===== src/hdl/swl_defines.svh =====
// Timing and command constants for the single wire bus master
`ifndef SWL_DEFINES_SVH
`define SWL_DEFINES_SVH
`define SWL_CLK_MHZ 100
// Regular speed times in microseconds
`define SWL_RST_LOW_US 480
`define SWL_RST_HIGH_US 480
`define SWL_SLOT_US 70
`define SWL_W1_LOW_US 6
`define SWL_W0_LOW_US 60
`define SWL_RD_LOW_US 2
`define SWL_RD_SAMPLE_US 13
`define SWL_REC_US 5
`define SWL_PRES_SAMPLE_US 70
// High speed times in tenths of a microsecond
`define SWL_HS_RST_LOW_TUS 700
`define SWL_HS_RST_HIGH_TUS 480
`define SWL_HS_SLOT_TUS 100
`define SWL_HS_W1_LOW_TUS 10
`define SWL_HS_W0_LOW_TUS 75
`define SWL_HS_RD_LOW_TUS 10
`define SWL_HS_RD_SAMPLE_TUS 18
`define SWL_HS_REC_TUS 20
`define SWL_HS_PRES_SAMPLE_TUS 85
// Cycle counts
`define SWL_CYC_US(t) ((t) * `SWL_CLK_MHZ)
`define SWL_CYC_TUS(t) ((t) * `SWL_CLK_MHZ / 10)
// Address level command codes and CRC polynomial
`define SWL_CMD_READ_ID 8'h33
`define SWL_CMD_MATCH 8'h55
`define SWL_CMD_SEARCH 8'hF0
`define SWL_CMD_SKIP 8'hCC
`define SWL_CMD_HS_SKIP 8'h3C
`define SWL_CMD_HS_MATCH 8'h69
`define SWL_CMD_RESUME 8'hA5
`define SWL_CRC_POLY 8'h8C
`endif


===== src/hdl/swl_pkg.sv =====
// Types for the single wire bus master
package swl_pkg;
   typedef enum logic [1:0] {SWL_OP_RESET, SWL_OP_WRITE, SWL_OP_READ, SWL_OP_SPEED} swl_op_t;
   typedef enum logic [2:0] {SWL_IDLE, SWL_LOW, SWL_WAIT, SWL_SAMPLE, SWL_TAIL} swl_state_t;
endpackage : swl_pkg


===== src/hdl/swl_crc_if.sv =====
// Signals between the bus master and its CRC unit
`timescale 1ns/100ps
interface swl_crc_if;
   logic clear;
   logic shift;
   logic bit_in;
   logic [7:0] crc;
   modport master (output clear, output shift, output bit_in, input crc);
   modport unit (input clear, input shift, input bit_in, output crc);
endinterface : swl_crc_if


===== src/hdl/swl_master.sv =====
// Single wire bus master: reset, presence, bit slots, speed and CRC check
// Functional notes
// - Master originates reset and all slots; device gives presence and the bits of read slots
// - Master holds reset low 480 us regular or 70 us fast, then listens
// - Master starts every slot with a falling edge
// - Master samples read slot just before read-valid point, at 13 us regular or 1.8 us fast
// - Master runs CRC over every slot bit since crc_clear and flags a zero residue
// - Transaction order: reset, address command, memory command, data
`timescale 1ns/100ps
`include "swl_defines.svh"
module swl_master (
   input wire logic ref_clk,
   input wire logic rst_n,
   input wire logic req_valid,
   output logic req_ready,
   input wire swl_pkg::swl_op_t req_op,
   input wire logic [7:0] req_data,
   input wire logic req_fast,
   input wire logic crc_clear,
   output logic done,
   output logic [7:0] rsp_data,
   output logic presence,
   output logic crc_ok,
   output logic high_speed_flag,
   input wire logic line_in,
   output logic line_out,
   output logic line_oe
);
   localparam logic [15:0] RST_LOW = 16'(`SWL_CYC_US(`SWL_RST_LOW_US));
   localparam logic [15:0] RST_HIGH = 16'(`SWL_CYC_US(`SWL_RST_HIGH_US));
   localparam logic [15:0] PRES_SMP = 16'(`SWL_CYC_US(`SWL_PRES_SAMPLE_US));
   localparam logic [15:0] SLOT = 16'(`SWL_CYC_US(`SWL_SLOT_US));
   localparam logic [15:0] W1_LOW = 16'(`SWL_CYC_US(`SWL_W1_LOW_US));
   localparam logic [15:0] W0_LOW = 16'(`SWL_CYC_US(`SWL_W0_LOW_US));
   localparam logic [15:0] RD_LOW = 16'(`SWL_CYC_US(`SWL_RD_LOW_US));
   localparam logic [15:0] RD_SMP = 16'(`SWL_CYC_US(`SWL_RD_SAMPLE_US));
   localparam logic [15:0] REC = 16'(`SWL_CYC_US(`SWL_REC_US));
   localparam logic [15:0] HS_RST_LOW = 16'(`SWL_CYC_TUS(`SWL_HS_RST_LOW_TUS));
   localparam logic [15:0] HS_RST_HIGH = 16'(`SWL_CYC_TUS(`SWL_HS_RST_HIGH_TUS));
   localparam logic [15:0] HS_PRES_SMP = 16'(`SWL_CYC_TUS(`SWL_HS_PRES_SAMPLE_TUS));
   localparam logic [15:0] HS_SLOT = 16'(`SWL_CYC_TUS(`SWL_HS_SLOT_TUS));
   localparam logic [15:0] HS_W1_LOW = 16'(`SWL_CYC_TUS(`SWL_HS_W1_LOW_TUS));
   localparam logic [15:0] HS_W0_LOW = 16'(`SWL_CYC_TUS(`SWL_HS_W0_LOW_TUS));
   localparam logic [15:0] HS_RD_LOW = 16'(`SWL_CYC_TUS(`SWL_HS_RD_LOW_TUS));
   localparam logic [15:0] HS_RD_SMP = 16'(`SWL_CYC_TUS(`SWL_HS_RD_SAMPLE_TUS));
   localparam logic [15:0] HS_REC = 16'(`SWL_CYC_TUS(`SWL_HS_REC_TUS));

   swl_pkg::swl_state_t state;
   swl_pkg::swl_op_t op;
   logic [15:0] cnt;
   logic [15:0] low_len;
   logic [15:0] smp_at;
   logic [15:0] end_at;
   logic [2:0] bit_idx;
   logic [7:0] shreg;
   logic line_s1;
   logic line_s2;
   logic last_bit;
   logic slot_bit;
   logic fast;
   swl_crc_if crc_bus ();

   // Selects one timing set by speed
   function automatic logic [15:0] pick(input logic f, input logic [15:0] reg_t,
                                       input logic [15:0] hs_t);
      pick = f ? hs_t : reg_t;
   endfunction : pick

   swl_crc8 u_crc (
      .ref_clk(ref_clk),
      .rst_n(rst_n),
      .crc_port(crc_bus)
   );

   // Two flip-flop synchroniser on the bus pin
   always_ff @(posedge ref_clk or negedge rst_n) begin
      if (!rst_n) begin
         line_s1 <= 1'b1;
         line_s2 <= 1'b1;
      end else begin
         line_s1 <= line_in;
         line_s2 <= line_s1;
      end
   end

   // one operation at a time, taken only when idle
   assign req_ready = (state == swl_pkg::SWL_IDLE);
   assign fast = high_speed_flag;
   assign slot_bit = shreg[0];
   assign last_bit = (bit_idx == 3'h7);
   assign line_out = 1'b0; // Open drain: only ever pulls low

   // timing set follows the speed flag for every waveform
   always_comb begin
      low_len = 16'h0000;
      smp_at = 16'h0000;
      end_at = 16'h0000;
      unique case (op)
         swl_pkg::SWL_OP_RESET: begin
            low_len = pick(fast, RST_LOW, HS_RST_LOW);
            smp_at = low_len + pick(fast, PRES_SMP, HS_PRES_SMP);
            end_at = low_len + pick(fast, RST_HIGH, HS_RST_HIGH);
         end
         swl_pkg::SWL_OP_WRITE: begin
            low_len = slot_bit ? pick(fast, W1_LOW, HS_W1_LOW) : pick(fast, W0_LOW, HS_W0_LOW);
            smp_at = pick(fast, SLOT, HS_SLOT);
            end_at = pick(fast, SLOT, HS_SLOT) + pick(fast, REC, HS_REC);
         end
         swl_pkg::SWL_OP_READ: begin
            low_len = pick(fast, RD_LOW, HS_RD_LOW);
            smp_at = pick(fast, RD_SMP, HS_RD_SMP);
            end_at = pick(fast, SLOT, HS_SLOT) + pick(fast, REC, HS_REC);
         end
         default: begin
            low_len = 16'h0000;
         end
      endcase
   end

   // slot sequencer: every slot begins with the master pulling low
   always_ff @(posedge ref_clk or negedge rst_n) begin
      if (!rst_n) begin
         state <= swl_pkg::SWL_IDLE;
         op <= swl_pkg::SWL_OP_RESET;
         cnt <= 16'h0000;
         bit_idx <= 3'h0;
         shreg <= 8'h00;
         line_oe <= 1'b0;
         done <= 1'b0;
      end else begin
         done <= 1'b0;
         unique case (state)
            swl_pkg::SWL_IDLE: begin
               if (req_valid && req_op != swl_pkg::SWL_OP_SPEED) begin
                  op <= req_op;
                  shreg <= req_data;
                  bit_idx <= 3'h0;
                  cnt <= 16'h0000;
                  line_oe <= 1'b1;
                  state <= swl_pkg::SWL_LOW;
               end else if (req_valid) begin
                  done <= 1'b1;
               end
            end
            swl_pkg::SWL_LOW: begin
               cnt <= cnt + 16'h0001;
               if (cnt + 16'h0001 >= low_len) begin
                  line_oe <= 1'b0;
                  state <= swl_pkg::SWL_WAIT;
               end
            end
            swl_pkg::SWL_WAIT: begin
               cnt <= cnt + 16'h0001;
               if (cnt + 16'h0001 >= smp_at) begin
                  state <= swl_pkg::SWL_SAMPLE;
               end
            end
            swl_pkg::SWL_SAMPLE: begin
               cnt <= cnt + 16'h0001;
               // bits shift out and in least significant first
               if (op != swl_pkg::SWL_OP_RESET) begin
                  shreg <= {(op == swl_pkg::SWL_OP_READ) ? line_s2 : slot_bit, shreg[7:1]};
               end
               state <= swl_pkg::SWL_TAIL;
            end
            swl_pkg::SWL_TAIL: begin
               cnt <= cnt + 16'h0001;
               if (cnt + 16'h0001 >= end_at) begin
                  cnt <= 16'h0000;
                  if (op == swl_pkg::SWL_OP_RESET || last_bit) begin
                     done <= 1'b1;
                     state <= swl_pkg::SWL_IDLE;
                  end else begin
                     bit_idx <= bit_idx + 3'h1;
                     line_oe <= 1'b1;
                     state <= swl_pkg::SWL_LOW;
                  end
               end
            end
            default: begin
               state <= swl_pkg::SWL_IDLE;
            end
         endcase
      end
   end

   // Presence and read result registers
   always_ff @(posedge ref_clk or negedge rst_n) begin
      if (!rst_n) begin
         presence <= 1'b0;
         rsp_data <= 8'h00;
      end else begin
         if (state == swl_pkg::SWL_SAMPLE && op == swl_pkg::SWL_OP_RESET) begin
            presence <= !line_s2;
         end
         if (state == swl_pkg::SWL_TAIL && op != swl_pkg::SWL_OP_RESET && last_bit
             && cnt + 16'h0001 >= end_at) begin
            rsp_data <= shreg;
         end
      end
   end

   // speed flag: written from req_fast on a speed request; a bus reset never changes it
   always_ff @(posedge ref_clk or negedge rst_n) begin
      if (!rst_n) begin
         high_speed_flag <= 1'b0;
      end else if (state == swl_pkg::SWL_IDLE && req_valid && req_op == swl_pkg::SWL_OP_SPEED) begin
         high_speed_flag <= req_fast;
      end else if (state == swl_pkg::SWL_LOW && op == swl_pkg::SWL_OP_RESET && !fast) begin
         high_speed_flag <= 1'b0;
      end
   end

   // CRC over bits seen on the wire, both directions
   assign crc_bus.clear = crc_clear && state == swl_pkg::SWL_IDLE;
   assign crc_bus.shift = state == swl_pkg::SWL_SAMPLE && op != swl_pkg::SWL_OP_RESET;
   assign crc_bus.bit_in = (op == swl_pkg::SWL_OP_READ) ? line_s2 : slot_bit;
   // true-form CRC makes the residue zero after 64 bits
   assign crc_ok = (crc_bus.crc == 8'h00);
endmodule : swl_master


===== src/hdl/swl_crc8.sv =====
// Serial 8-bit CRC, X^8+X^5+X^4+1, LSB first
`timescale 1ns/100ps
`include "swl_defines.svh"
module swl_crc8 (
   input wire logic ref_clk,
   input wire logic rst_n,
   swl_crc_if.unit crc_port
);
   logic [7:0] crc;
   logic fb;
   assign fb = crc[0] ^ crc_port.bit_in;
   assign crc_port.crc = crc;
   // Shift register with reflected polynomial
   always_ff @(posedge ref_clk or negedge rst_n) begin
      if (!rst_n) begin
         crc <= 8'h00;
      end else if (crc_port.clear) begin
         crc <= 8'h00;
      end else if (crc_port.shift) begin
         crc <= (crc >> 1) ^ (fb ? `SWL_CRC_POLY : 8'h00);
      end
   end
endmodule : swl_crc8


===== config.mk =====
export PLATFORM = sky130hd
export DESIGN_NAME = swl_master
export DESIGN_NICKNAME = d
export VERILOG_FILES = /design/src/hdl/swl_pkg.sv /design/src/hdl/swl_crc_if.sv /design/src/hdl/swl_master.sv /design/src/hdl/swl_crc8.sv
export VERILOG_INCLUDE_DIRS = /design/src /design/src/hdl
export SDC_FILE = /design/constraint.sdc
export NUM_CORES = 1
export LEC_CHECK = 0
export BUFFER_PORTS_ARGS = -buffer_cell sky130_fd_sc_hd__buf_4
export CORE_ASPECT_RATIO = 1.4
export CORE_UTILIZATION = 55
export DETAILED_ROUTE_END_ITERATION = 12
export GPL_TIMING_DRIVEN = 0
export PLACE_DENSITY = 0.77
export SLEW_MARGIN = 10
export SYNTH_ARGS = -nofsm -noshare
export SYNTH_HDL_FRONTEND = slang
export SYNTH_SLANG_ARGS = --single-unit

===== constraint.sdc =====
create_clock -name ref_clk -period 3.2 [get_ports ref_clk]
set_input_delay 0 -clock ref_clk [delete_from_list [all_inputs] [get_ports ref_clk]]
set_output_delay 0 -clock ref_clk [all_outputs]
set_load 0.005 [all_outputs]

==> flow_metrics.tcl, run 1 <==
set metrics [dict create \
    cts.path.max_buffers 2 \
    syn2layout_area_growth_pct 29.4 \
    synth_area_leaders "dfrtp_1, ha_1, nand2_1, o21ai_0, a22o_1" \
    max_cap_viol_count 0 \
    ys_seq_area_frac 0.346 \
    syn_inst 414 \
    p_sw_mw 2.00 \
    start_util 0.564 \
    clk_pin_slew_ns 0.10 \
    tns_ns -2.01 \
    path_class "reg -> reg" \
    grtUsageTotal 0.278 \
    dp_hpwl_microns 6910 \
    num_vias 3450 \
    grt_pass1_wl_microns 15500 \
    finalCriticalPeriod_ns 3.38 \
    root_buffer "clkbuf_8" \
    remaining_drc_errors 0 \
    rsz0062_at_grt "true" \
    nNetsFinal 550 \
    die_w_microns 73.3 \
    setup_violations 19 \
    synth_commonest_cells "dfrtp_1, ha_1, nand2_1, o21ai_0, nor2_1" \
    startpoint_type "register" \
    synthMuxAreaShare 0.0598 \
    dr.pass1.iters 4 \
    p_int_mw 2.44 \
    syn_avg_cell_area_sq_um 9.45 \
    hold_viol 0 \
    layout_setup_ws_ns -0.178 \
    crit_path_end_kind "register" \
    seq_power_share 0.236 \
    fin_crit_sh 1.06 \
    synth_fa_ha_area_frac 0.160 \
    drtIter0Drc 146 \
    synth_edf_count 0 \
    wirelength_met1_microns 3890 \
    tightest_slew_ns 0.939 \
    swShare 0.451 \
    met2_length_microns 5220 \
    synth.most_common_cell "dfrtp_1" \
    clock_skew_ns 0.0116 \
    ys_types 63 \
    viasPerCell 5.91 \
    crit_required_ns 3.41 \
    leakagePower_nw 2.54 \
    async_flop_share 1.00 \
    violations "negative setup slack" \
    dp_worst_setup_slack_ns -0.576 \
    port_buffers 29 \
    clock_power_share 0.112 \
    grt_start_max_net_pins 55 \
    antenna_found_initial 0 \
    finalWirelength_microns 9820 \
    tritoncts "built" \
    arrival_ns 3.59 \
    status "complete, but fails checks" \
    dieArea_sq_um 7460 \
    cts_sinks 54 \
    synthXorXnorAreaFrac 0.0480 \
    die_h_microns 102 \
    synth-main-ff-cell "dfrtp_1" \
    power_frac_comb 0.652 \
    power_density_nw_per_um2 878 \
    synth_top_area_cell "dfrtp_1" \
    met3WireLength_microns 304 \
    h-tree-depth 2 \
    fillCellCount 488 \
    fmax_mhz 296 \
    ant_nets 0 \
    final_layout_size_suffix_gt1_frac 0.292 \
    path_max_fanout 8 \
    ys_warn_count 0 \
    ir_drop_mv 0.672 \
    core_area_sq_um 6940 \
    clkLatencyLatePin_ns 0.32 \
    synth_fp_nets 476 \
    netlist.area_leader.share 0.333 \
    grt_pass1_vias 3407 \
    std_cell_rows 36 \
    cts_buffers 5 \
    grt-ovfl-total 0 \
    io_pins 31 \
    wire_per_inst_microns 16.8 \
    synth_compound_area_frac 0.163 \
    ys_seq_elements 54 \
    maxSlewHeadroom 0.369 \
    report.final.slew_viol_count 0 \
    min_path_type "in -> reg" \
    synth_top_family_by_area "simple AND/OR/NAND/NOR gates" \
    syn-cell-area_sq_um 3910 \
    top_layer "met4" \
    synthSimpleGateAreaFrac 0.183 \
    diodes 0 \
    place.gp.congestion 0.945 \
]
-- cell type report --
class	count	area, sq um	share of cell area
multi-input combinational	322	2700	0.533
sequential	54	1360	0.269
timing repair buffer	67	579	0.114
tap	95	119	0.0235
inverter	24	98.8	0.0195
clock buffer	6	82.6	0.0163
buffer	14	82.6	0.0163
clock inverter	2	38.8	0.00766
-- registers in the layout (all words and copies together), names as in the netlist --
name                cells
line_s1                 1
done                    1
high_speed_flag         1
u_crc.crc_port.crc      8
presence                1
shreg                   8
line_s2                 1
state                   3
cnt                    16
line_oe                 1
op                      2
rsp_data                8
bit_idx                 3
-- worst max-delay path, stage by stage (launching register included) --
cell and delay [ns]:
dfrtp_2 0.43, inv_4 0.07, ha_4 0.30, and3b_2 0.25, inv_1 0.09, ha_4 0.28, nand3b_1 0.06, or4_1 0.39
o311ai_1 0.09, o311a_1 0.26, o311ai_4 0.10, a21o_1 0.23, nor3b_4 0.22, buf_12 0.16, mux2_2 0.33
-- placed cells by master (no fill, tap or decap), drive strengths merged, types with 15 or more instances in the layout --
cell type / synthesis / layout
buf: 8 / 61
o21ai: 29 / 29
inv: 24 / 24
dfrtp: 52 / 52
nor2: 28 / 28
nand2: 45 / 45
ha: 46 / 46
a22o: 15 / 15
a21oi: 19 / 19
-- power groups by stage --
stage	clock network, mW	logic [mW]	registers, mW
floorplan	0	1.74	1.01
global placement	0	2.25	1.06
detailed placement	0	2.33	1.07
CTS	0.505	2.72	1.04
global route	0.525	3.21	1.07
finish	0.496	2.90	1.05
-- through the flow --
step	utilization	total power, mW	hold slack [ns]	instances	instance area (sq um)
after floorplan	-	2.75	-0.296	414	3970
after CTS	0.703	4.27	0.00172	578	4880
after global placement	0.621	3.31	0.0840	538	4310
final	0.730	4.44	0.0118	584	5060
after detailed placement	0.621	3.40	0.0854	538	4310
after global routing	0.730	4.80	0.0161	584	5060
-- what timing repair did --
action,CTS,global route
buffers inserted,17,7
hold buffers,13,0
hold endpoints to repair,64,0
gates cloned,2,0
pin swaps,19,15
resized for setup,39,30
setup endpoints to repair,29,29
-- worst paths after layout --
| check | to | from | slack [ns] | cells past startpoint |
|---|---|---|---|---|
| min in group asynchronous | cnt[2]$_DFFE_PN0P_ | rst_n | 0.25 | 2 |
| worst min-delay path | shreg[4]$_DFFE_PN0P_ | req_data[4] | 0.01 | 3 |
| worst min register to register | line_s2$_DFF_PN1_ | line_s1$_DFF_PN1_ | 0.36 | 0 |
| max in group asynchronous | op[1]$_DFFE_PN0P_ | rst_n | 2.45 | 2 |
| worst max register to register | rsp_data[4]$_DFFE_PN0P_ | op[0]$_DFFE_PN0P_ | -0.18 | 14 |
| worst max-delay path | rsp_data[4]$_DFFE_PN0P_ | op[0]$_DFFE_PN0P_ | -0.18 | 14 |
-- logic make-up (layout without fill, tap and decap cells) --
family                   count (synthesis)  count (layout)
AND/OR/NAND/NOR                        132             132
other                                    1               1
AO/OA/AOI/OAI                           97              97
XOR/XNOR                                19              19
multiplexers                            22              22
buffers and inverters                   38             113
flip-flops                              54              54
adder cells (fa/ha/maj)                 51              51
-- per-layer routing --
metal,vias up,global-route usage
met5,-,0
met4,0,0.151
met3,33,0.0418
met2,84,0.509
met1,1691,0.301
li1,1642,-
Note: power is estimated with default switching activity, not from simulation.
==> inputs of run 2 (changes only) <==
--- a/config.mk
+++ b/config.mk
@@ -8,6 +8,7 @@
 export LEC_CHECK = 0
 export BUFFER_PORTS_ARGS = -buffer_cell sky130_fd_sc_hd__buf_4
 export CORE_ASPECT_RATIO = 1.4
+export CORE_MARGIN = 2
 export CORE_UTILIZATION = 55
 export DETAILED_ROUTE_END_ITERATION = 12
 export GPL_TIMING_DRIVEN = 0
==> run 2 against run 1 <==
  * The flow finishes with violations (negative hold slack, negative setup slack)
  * Fmax is 2.2% lower
  * Via count down 1.2%
  * Count of clock-buffer cells in the layout is the same
  * Critical path type unchanged
  * Highest routed layer unchanged
  * Register-to-register slack got worse by 0.07 ns
==> flow_metrics.tcl, run 2 (synthesis gave the netlist of run 1 again) <==
set metrics [dict create \
    dr.pass1.iters 4 \
    hold_slack_ns -0.000399 \
    fin_crit_sh 1.08 \
    antenna_found_initial 0 \
    ant_nets 0 \
    start_util 0.564 \
    multi_input_area_sq_um 2700 \
    die_w_microns 75.3 \
    grt_pass1_vias 3537 \
    final_layout_size_suffix_gt1_frac 0.278 \
    rsz0062_at_grt "true" \
    core_area_sq_um 6940 \
    drtIter0Drc 185 \
    setup_violations 22 \
    path_max_fanout 4 \
    final_common_cell "buf_4" \
    dieArea_sq_um 7810 \
    violations "negative hold slack, negative setup slack" \
    num_vias 3410 \
    status "complete, but fails checks" \
    crit_path_end_kind "register" \
    finalWirelength_microns 10100 \
    layout_setup_ws_ns -0.252 \
    grt_start_max_net_pins 55 \
    clock_skew_ns 0.00488 \
    grtUsageTotal 0.272 \
    post-route-util 0.729 \
    fillCellCount 517 \
    path_class "reg -> reg" \
    h-tree-depth 2 \
    viasPerCell 5.84 \
    tightest_slew_ns 0.992 \
    cts.path.max_buffers 2 \
    p_total_mw 4.43 \
    max_cap_viol_count 0 \
    power_density_nw_per_um2 876 \
    remaining_drc_errors 0 \
    finalCriticalPeriod_ns 3.45 \
    grt_pass1_wl_microns 16700 \
    syn2layout_area_growth_pct 29.2 \
    layout_common_cells "buf_4, dfrtp_1, nand2_1, ha_1, nor2_1" \
    maxSlewHeadroom 0.334 \
    dp_worst_setup_slack_ns -0.550 \
    startpoint_type "register" \
    die_h_microns 104 \
    port_buffers 29 \
    place.gp.congestion 0.955 \
    nNetsFinal 550 \
    regMostFlops "cnt" \
    cts_sinks 54 \
    std_cell_rows 36 \
    tns_ns -2.65 \
    min_path_type "in -> reg" \
    report.final.slew_viol_count 0 \
    grt-ovfl-total 0 \
    cts_buffers 5 \
    diodes 0 \
    largest_reg_flops 16 \
    arrival_ns 3.67 \
    crit_required_ns 3.42 \
    regArea_sq_um 1360 \
    tritoncts "built" \
    hold_viol 1 \
    wire_per_inst_microns 17.2 \
    ir_drop_mv 0.715 \
    fmax_mhz 290 \
    root_buffer "clkbuf_8" \
    io_pins 31 \
    clk_pin_slew_ns 0.10 \
    dp_hpwl_microns 6980 \
    clkLatencyLatePin_ns 0.32 \
    leakagePower_nw 2.55 \
]
run 2: worst paths after layout:
check / start / to / slack [ns] / cells past startpoint
worst min-delay path: req_data[0] / shreg[0]$_DFFE_PN0P_ / -0.0004 / 3
worst max register to register: cnt[0]$_DFFE_PN0P_ / rsp_data[0]$_DFFE_PN0P_ / -0.25 / 15
min in group asynchronous: rst_n / cnt[3]$_DFFE_PN0P_ / 0.24 / 2
worst max-delay path: cnt[0]$_DFFE_PN0P_ / rsp_data[0]$_DFFE_PN0P_ / -0.25 / 15
worst min register to register: line_s1$_DFF_PN1_ / line_s2$_DFF_PN1_ / 0.36 / 0
max in group asynchronous: rst_n / op[1]$_DFFE_PN0P_ / 2.44 / 2
run 2: area by class of cell:
cell class,instances,share of cell area
plain buffers,14,0.0163
clock buffers,6,0.0163
clock inverters,2,0.00767
inverters,24,0.0178
multi-input cells,322,0.535
flip-flops and latches,54,0.270
well taps,95,0.0235
repair buffers,67,0.114
run 2: worst max-delay path, stage by stage (launching register included):
cell      delay (ns)
dfrtp_2         0.47
buf_6           0.13
nand3_4         0.09
nor2_2          0.13
and3_4          0.21
xor2_2          0.22
ha_4            0.19
nand3b_1        0.08
or4_1           0.40
o311ai_1        0.10
o311a_1         0.26
o311ai_4        0.11
a21o_1          0.24
nor3b_4         0.25
buf_6           0.17
mux2_4          0.30
run 2: routing by layer:
layer | global-route usage | share of wire
met2 | 0.465 | 0.54
met4 | 0.107 | 0.033
met5 | 0 | 0
met3 | 0.0360 | 0.025
met1 | 0.335 | 0.40
run 2: where the power goes:
part           switching [mW]  internal (mW)  total (mW)  leakage, nW
registers               0.182          0.867        1.05        0.704
logic                    1.58           1.30        2.89         1.79
clock network           0.236          0.258       0.494       0.0618
total                    2.00           2.43        4.43         2.55
run 2: per-stage QoR:
stage,std cells,cell area [sq um]
2_1_floorplan,414,3970
3_3_place_gp,538,4310
3_5_place_dp,538,4310
6_report,584,5050
4_1_cts,573,4820
5_1_grt,584,5050
run 2: timing repair:
item | CTS | global route
hold buffers | 12 | 0
endpoints found under the setup margin | 29 | 25
gates cloned | 0 | 1
resized for setup | 33 | 33
setup buffers | 15 | 10
pin swaps | 12 | 17
hold endpoints to repair | 63 | 0
==> inputs of run 3 (changes only) <==
--- a/config.mk
+++ b/config.mk
@@ -10,6 +10,7 @@
 export CORE_ASPECT_RATIO = 1.4
 export CORE_MARGIN = 2
 export CORE_UTILIZATION = 55
+export CTS_BUF_LIST = sky130_fd_sc_hd__clkbuf_4
 export DETAILED_ROUTE_END_ITERATION = 12
 export GPL_TIMING_DRIVEN = 0
 export PLACE_DENSITY = 0.77
==> run 3 against run 2 <==
  * The flow finishes with violations (negative setup slack)
  * Final cell count is 1.0% higher
  * Largest cell class unchanged
  * Register-to-register slack hardly changed
  * Highest routed layer unchanged
  * Sequential power hardly changed
  * Global-route usage is 0.39 points higher
  * Largest power group unchanged
  * Cell area is 2.2% higher
  * Wire length is 6.4% higher
  * Combinational power is 5% higher
  * Clock power is 20% lower
==> flow_metrics.tcl, run 3 (synthesis gave the netlist of run 1 again) <==
set metrics [dict create \
    fin_crit_sh 1.08 \
    violations "negative setup slack" \
    layout_common_cells "buf_4, dfrtp_1, nand2_1, ha_1, nor2_1" \
    die_w_microns 75.3 \
    clkLatencyLatePin_ns 0.40 \
    cts_buffers 5 \
    num_vias 3554 \
    regMostFlops "cnt" \
    hold_viol 0 \
    grt_pass1_wl_microns 17000 \
    grt_start_max_net_pins 55 \
    clk_pin_slew_ns 0.16 \
    min_path_type "in -> async" \
    post_dp_cell_area_sq_um 4310 \
    rsz0062_at_grt "true" \
    io_pins 31 \
    path_max_fanout 4 \
    setup_violations 23 \
    cts_sinks 54 \
    tightest_slew_ns 0.963 \
    start_util 0.564 \
    grt-ovfl-total 0 \
    place.gp.congestion 0.955 \
    antenna_found_initial 0 \
    finalWirelength_microns 10700 \
    layout_setup_ws_ns -0.250 \
    maxSlewHeadroom 0.353 \
    root_buffer "clkbuf_4" \
    dp_hpwl_microns 6980 \
    leakagePower_nw 2.56 \
    ant_nets 0 \
    crit_required_ns 3.51 \
    p_total_mw 4.49 \
    h-tree-depth 2 \
    final_common_cell "buf_4" \
    syn2layout_area_growth_pct 32.0 \
    grt_pass1_vias 3559 \
    largest_reg_flops 16 \
    fillCellCount 494 \
    startpoint_type "register" \
    finalCriticalPeriod_ns 3.45 \
    remaining_drc_errors 0 \
    report.final.slew_viol_count 0 \
    arrival_ns 3.76 \
    drtIter0Drc 181 \
    crit_path_end_kind "register" \
    viasPerCell 6.02 \
    tritoncts "built" \
    diodes 0 \
    wire_per_inst_microns 18.2 \
    final_layout_size_suffix_gt1_frac 0.305 \
    status "complete, but fails checks" \
    dr.pass1.iters 4 \
    max_cap_viol_count 0 \
    power_density_nw_per_um2 869 \
    grtUsageTotal 0.276 \
    fmax_mhz 290 \
    port_buffers 29 \
    dieArea_sq_um 7810 \
    core_area_sq_um 6940 \
    clock_skew_ns 0.00912 \
    die_h_microns 104 \
    cts.path.max_buffers 2 \
    std_cell_rows 36 \
    nNetsFinal 556 \
    final_area_sq_um 5160 \
    path_class "reg -> reg" \
    ir_drop_mv 0.702 \
]
==> run 3: area by class of cell <==
class | count | area, sq um | share of cell area
timing repair buffer | 73 | 639 | 0.124
clock inverter | 3 | 42.5 | 0.00824
multi-input combinational | 322 | 2780 | 0.539
sequential | 54 | 1360 | 0.264
clock buffer | 5 | 37.5 | 0.00727
inverter | 24 | 95.1 | 0.0184
buffer | 14 | 83.8 | 0.0162
tap | 95 | 119 | 0.0230
==> run 3: metrics by stage <==
stage | utilization | TNS [ns] | setup slack [ns] | hold slack [ns] | cells
finish | 0.745 | -2.98 | -0.250 | 0.166 | 590
global route | 0.745 | -4.66 | -0.322 | 0.231 | 590
CTS | 0.693 | -1.70 | -0.221 | 0.186 | 576
detailed placement | 0.621 | -9.43 | -0.550 | 0.0851 | 538
global placement | 0.621 | -9.33 | -0.552 | 0.0820 | 538
floorplan | - | -0.510 | -0.0691 | -0.296 | 414
==> run 3: critical path, cell delays in order (launching register included) <==
cell      delay (ns)
dfrtp_2         0.50
buf_4           0.17
nand3_4         0.10
nor2_4          0.04
and3_4          0.19
xor2_4          0.16
ha_4            0.29
nand3b_1        0.09
or4_1           0.40
o311ai_1        0.09
o311a_1         0.25
o311ai_4        0.11
a21o_1          0.24
nor3b_4         0.25
buf_6           0.17
mux2_4          0.31
==> run 3: power breakdown <==
group	leakage, nW	switching, mW	total, mW	internal (mW)
logic	1.82	1.65	3.03	1.38
clock network	0.0432	0.229	0.394	0.165
registers	0.702	0.196	1.06	0.866
total	2.56	2.08	4.49	2.41
==> run 3: path summary, 6_finish.rpt <==
path,slack (ns),depth (start not counted),endpoint,start
hold / removal,0.17,2,rsp_data[7]$_DFFE_PN0P_,rst_n
max in group asynchronous,2.55,2,cnt[0]$_DFFE_PN0P_,rst_n
setup / recovery,-0.25,15,rsp_data[6]$_DFFE_PN0P_,cnt[0]$_DFFE_PN0P_
hold reg to reg,0.36,0,line_s2$_DFF_PN1_,line_s1$_DFF_PN1_
min in group ref_clk,0.25,2,line_s1$_DFF_PN1_,line_in
setup reg to reg,-0.25,15,rsp_data[6]$_DFFE_PN0P_,cnt[0]$_DFFE_PN0P_
==> run 3: what timing repair did <==
item	CTS	global route
cloned	0	1
endpoints found under the setup margin	29	29
buffers inserted	14	13
resized for setup	33	58
endpoints found under the hold margin	67	0
hold buffers	16	0
pin swaps	9	27
==> run 3: layer usage <==
metal,part of all wire,vias up,global-route usage
met1,0.38,1766,0.344
li1,-,1656,-
met3,0.040,27,0.0360
met4,0.032,0,0.0977
met2,0.55,105,0.473
met5,0,-,0
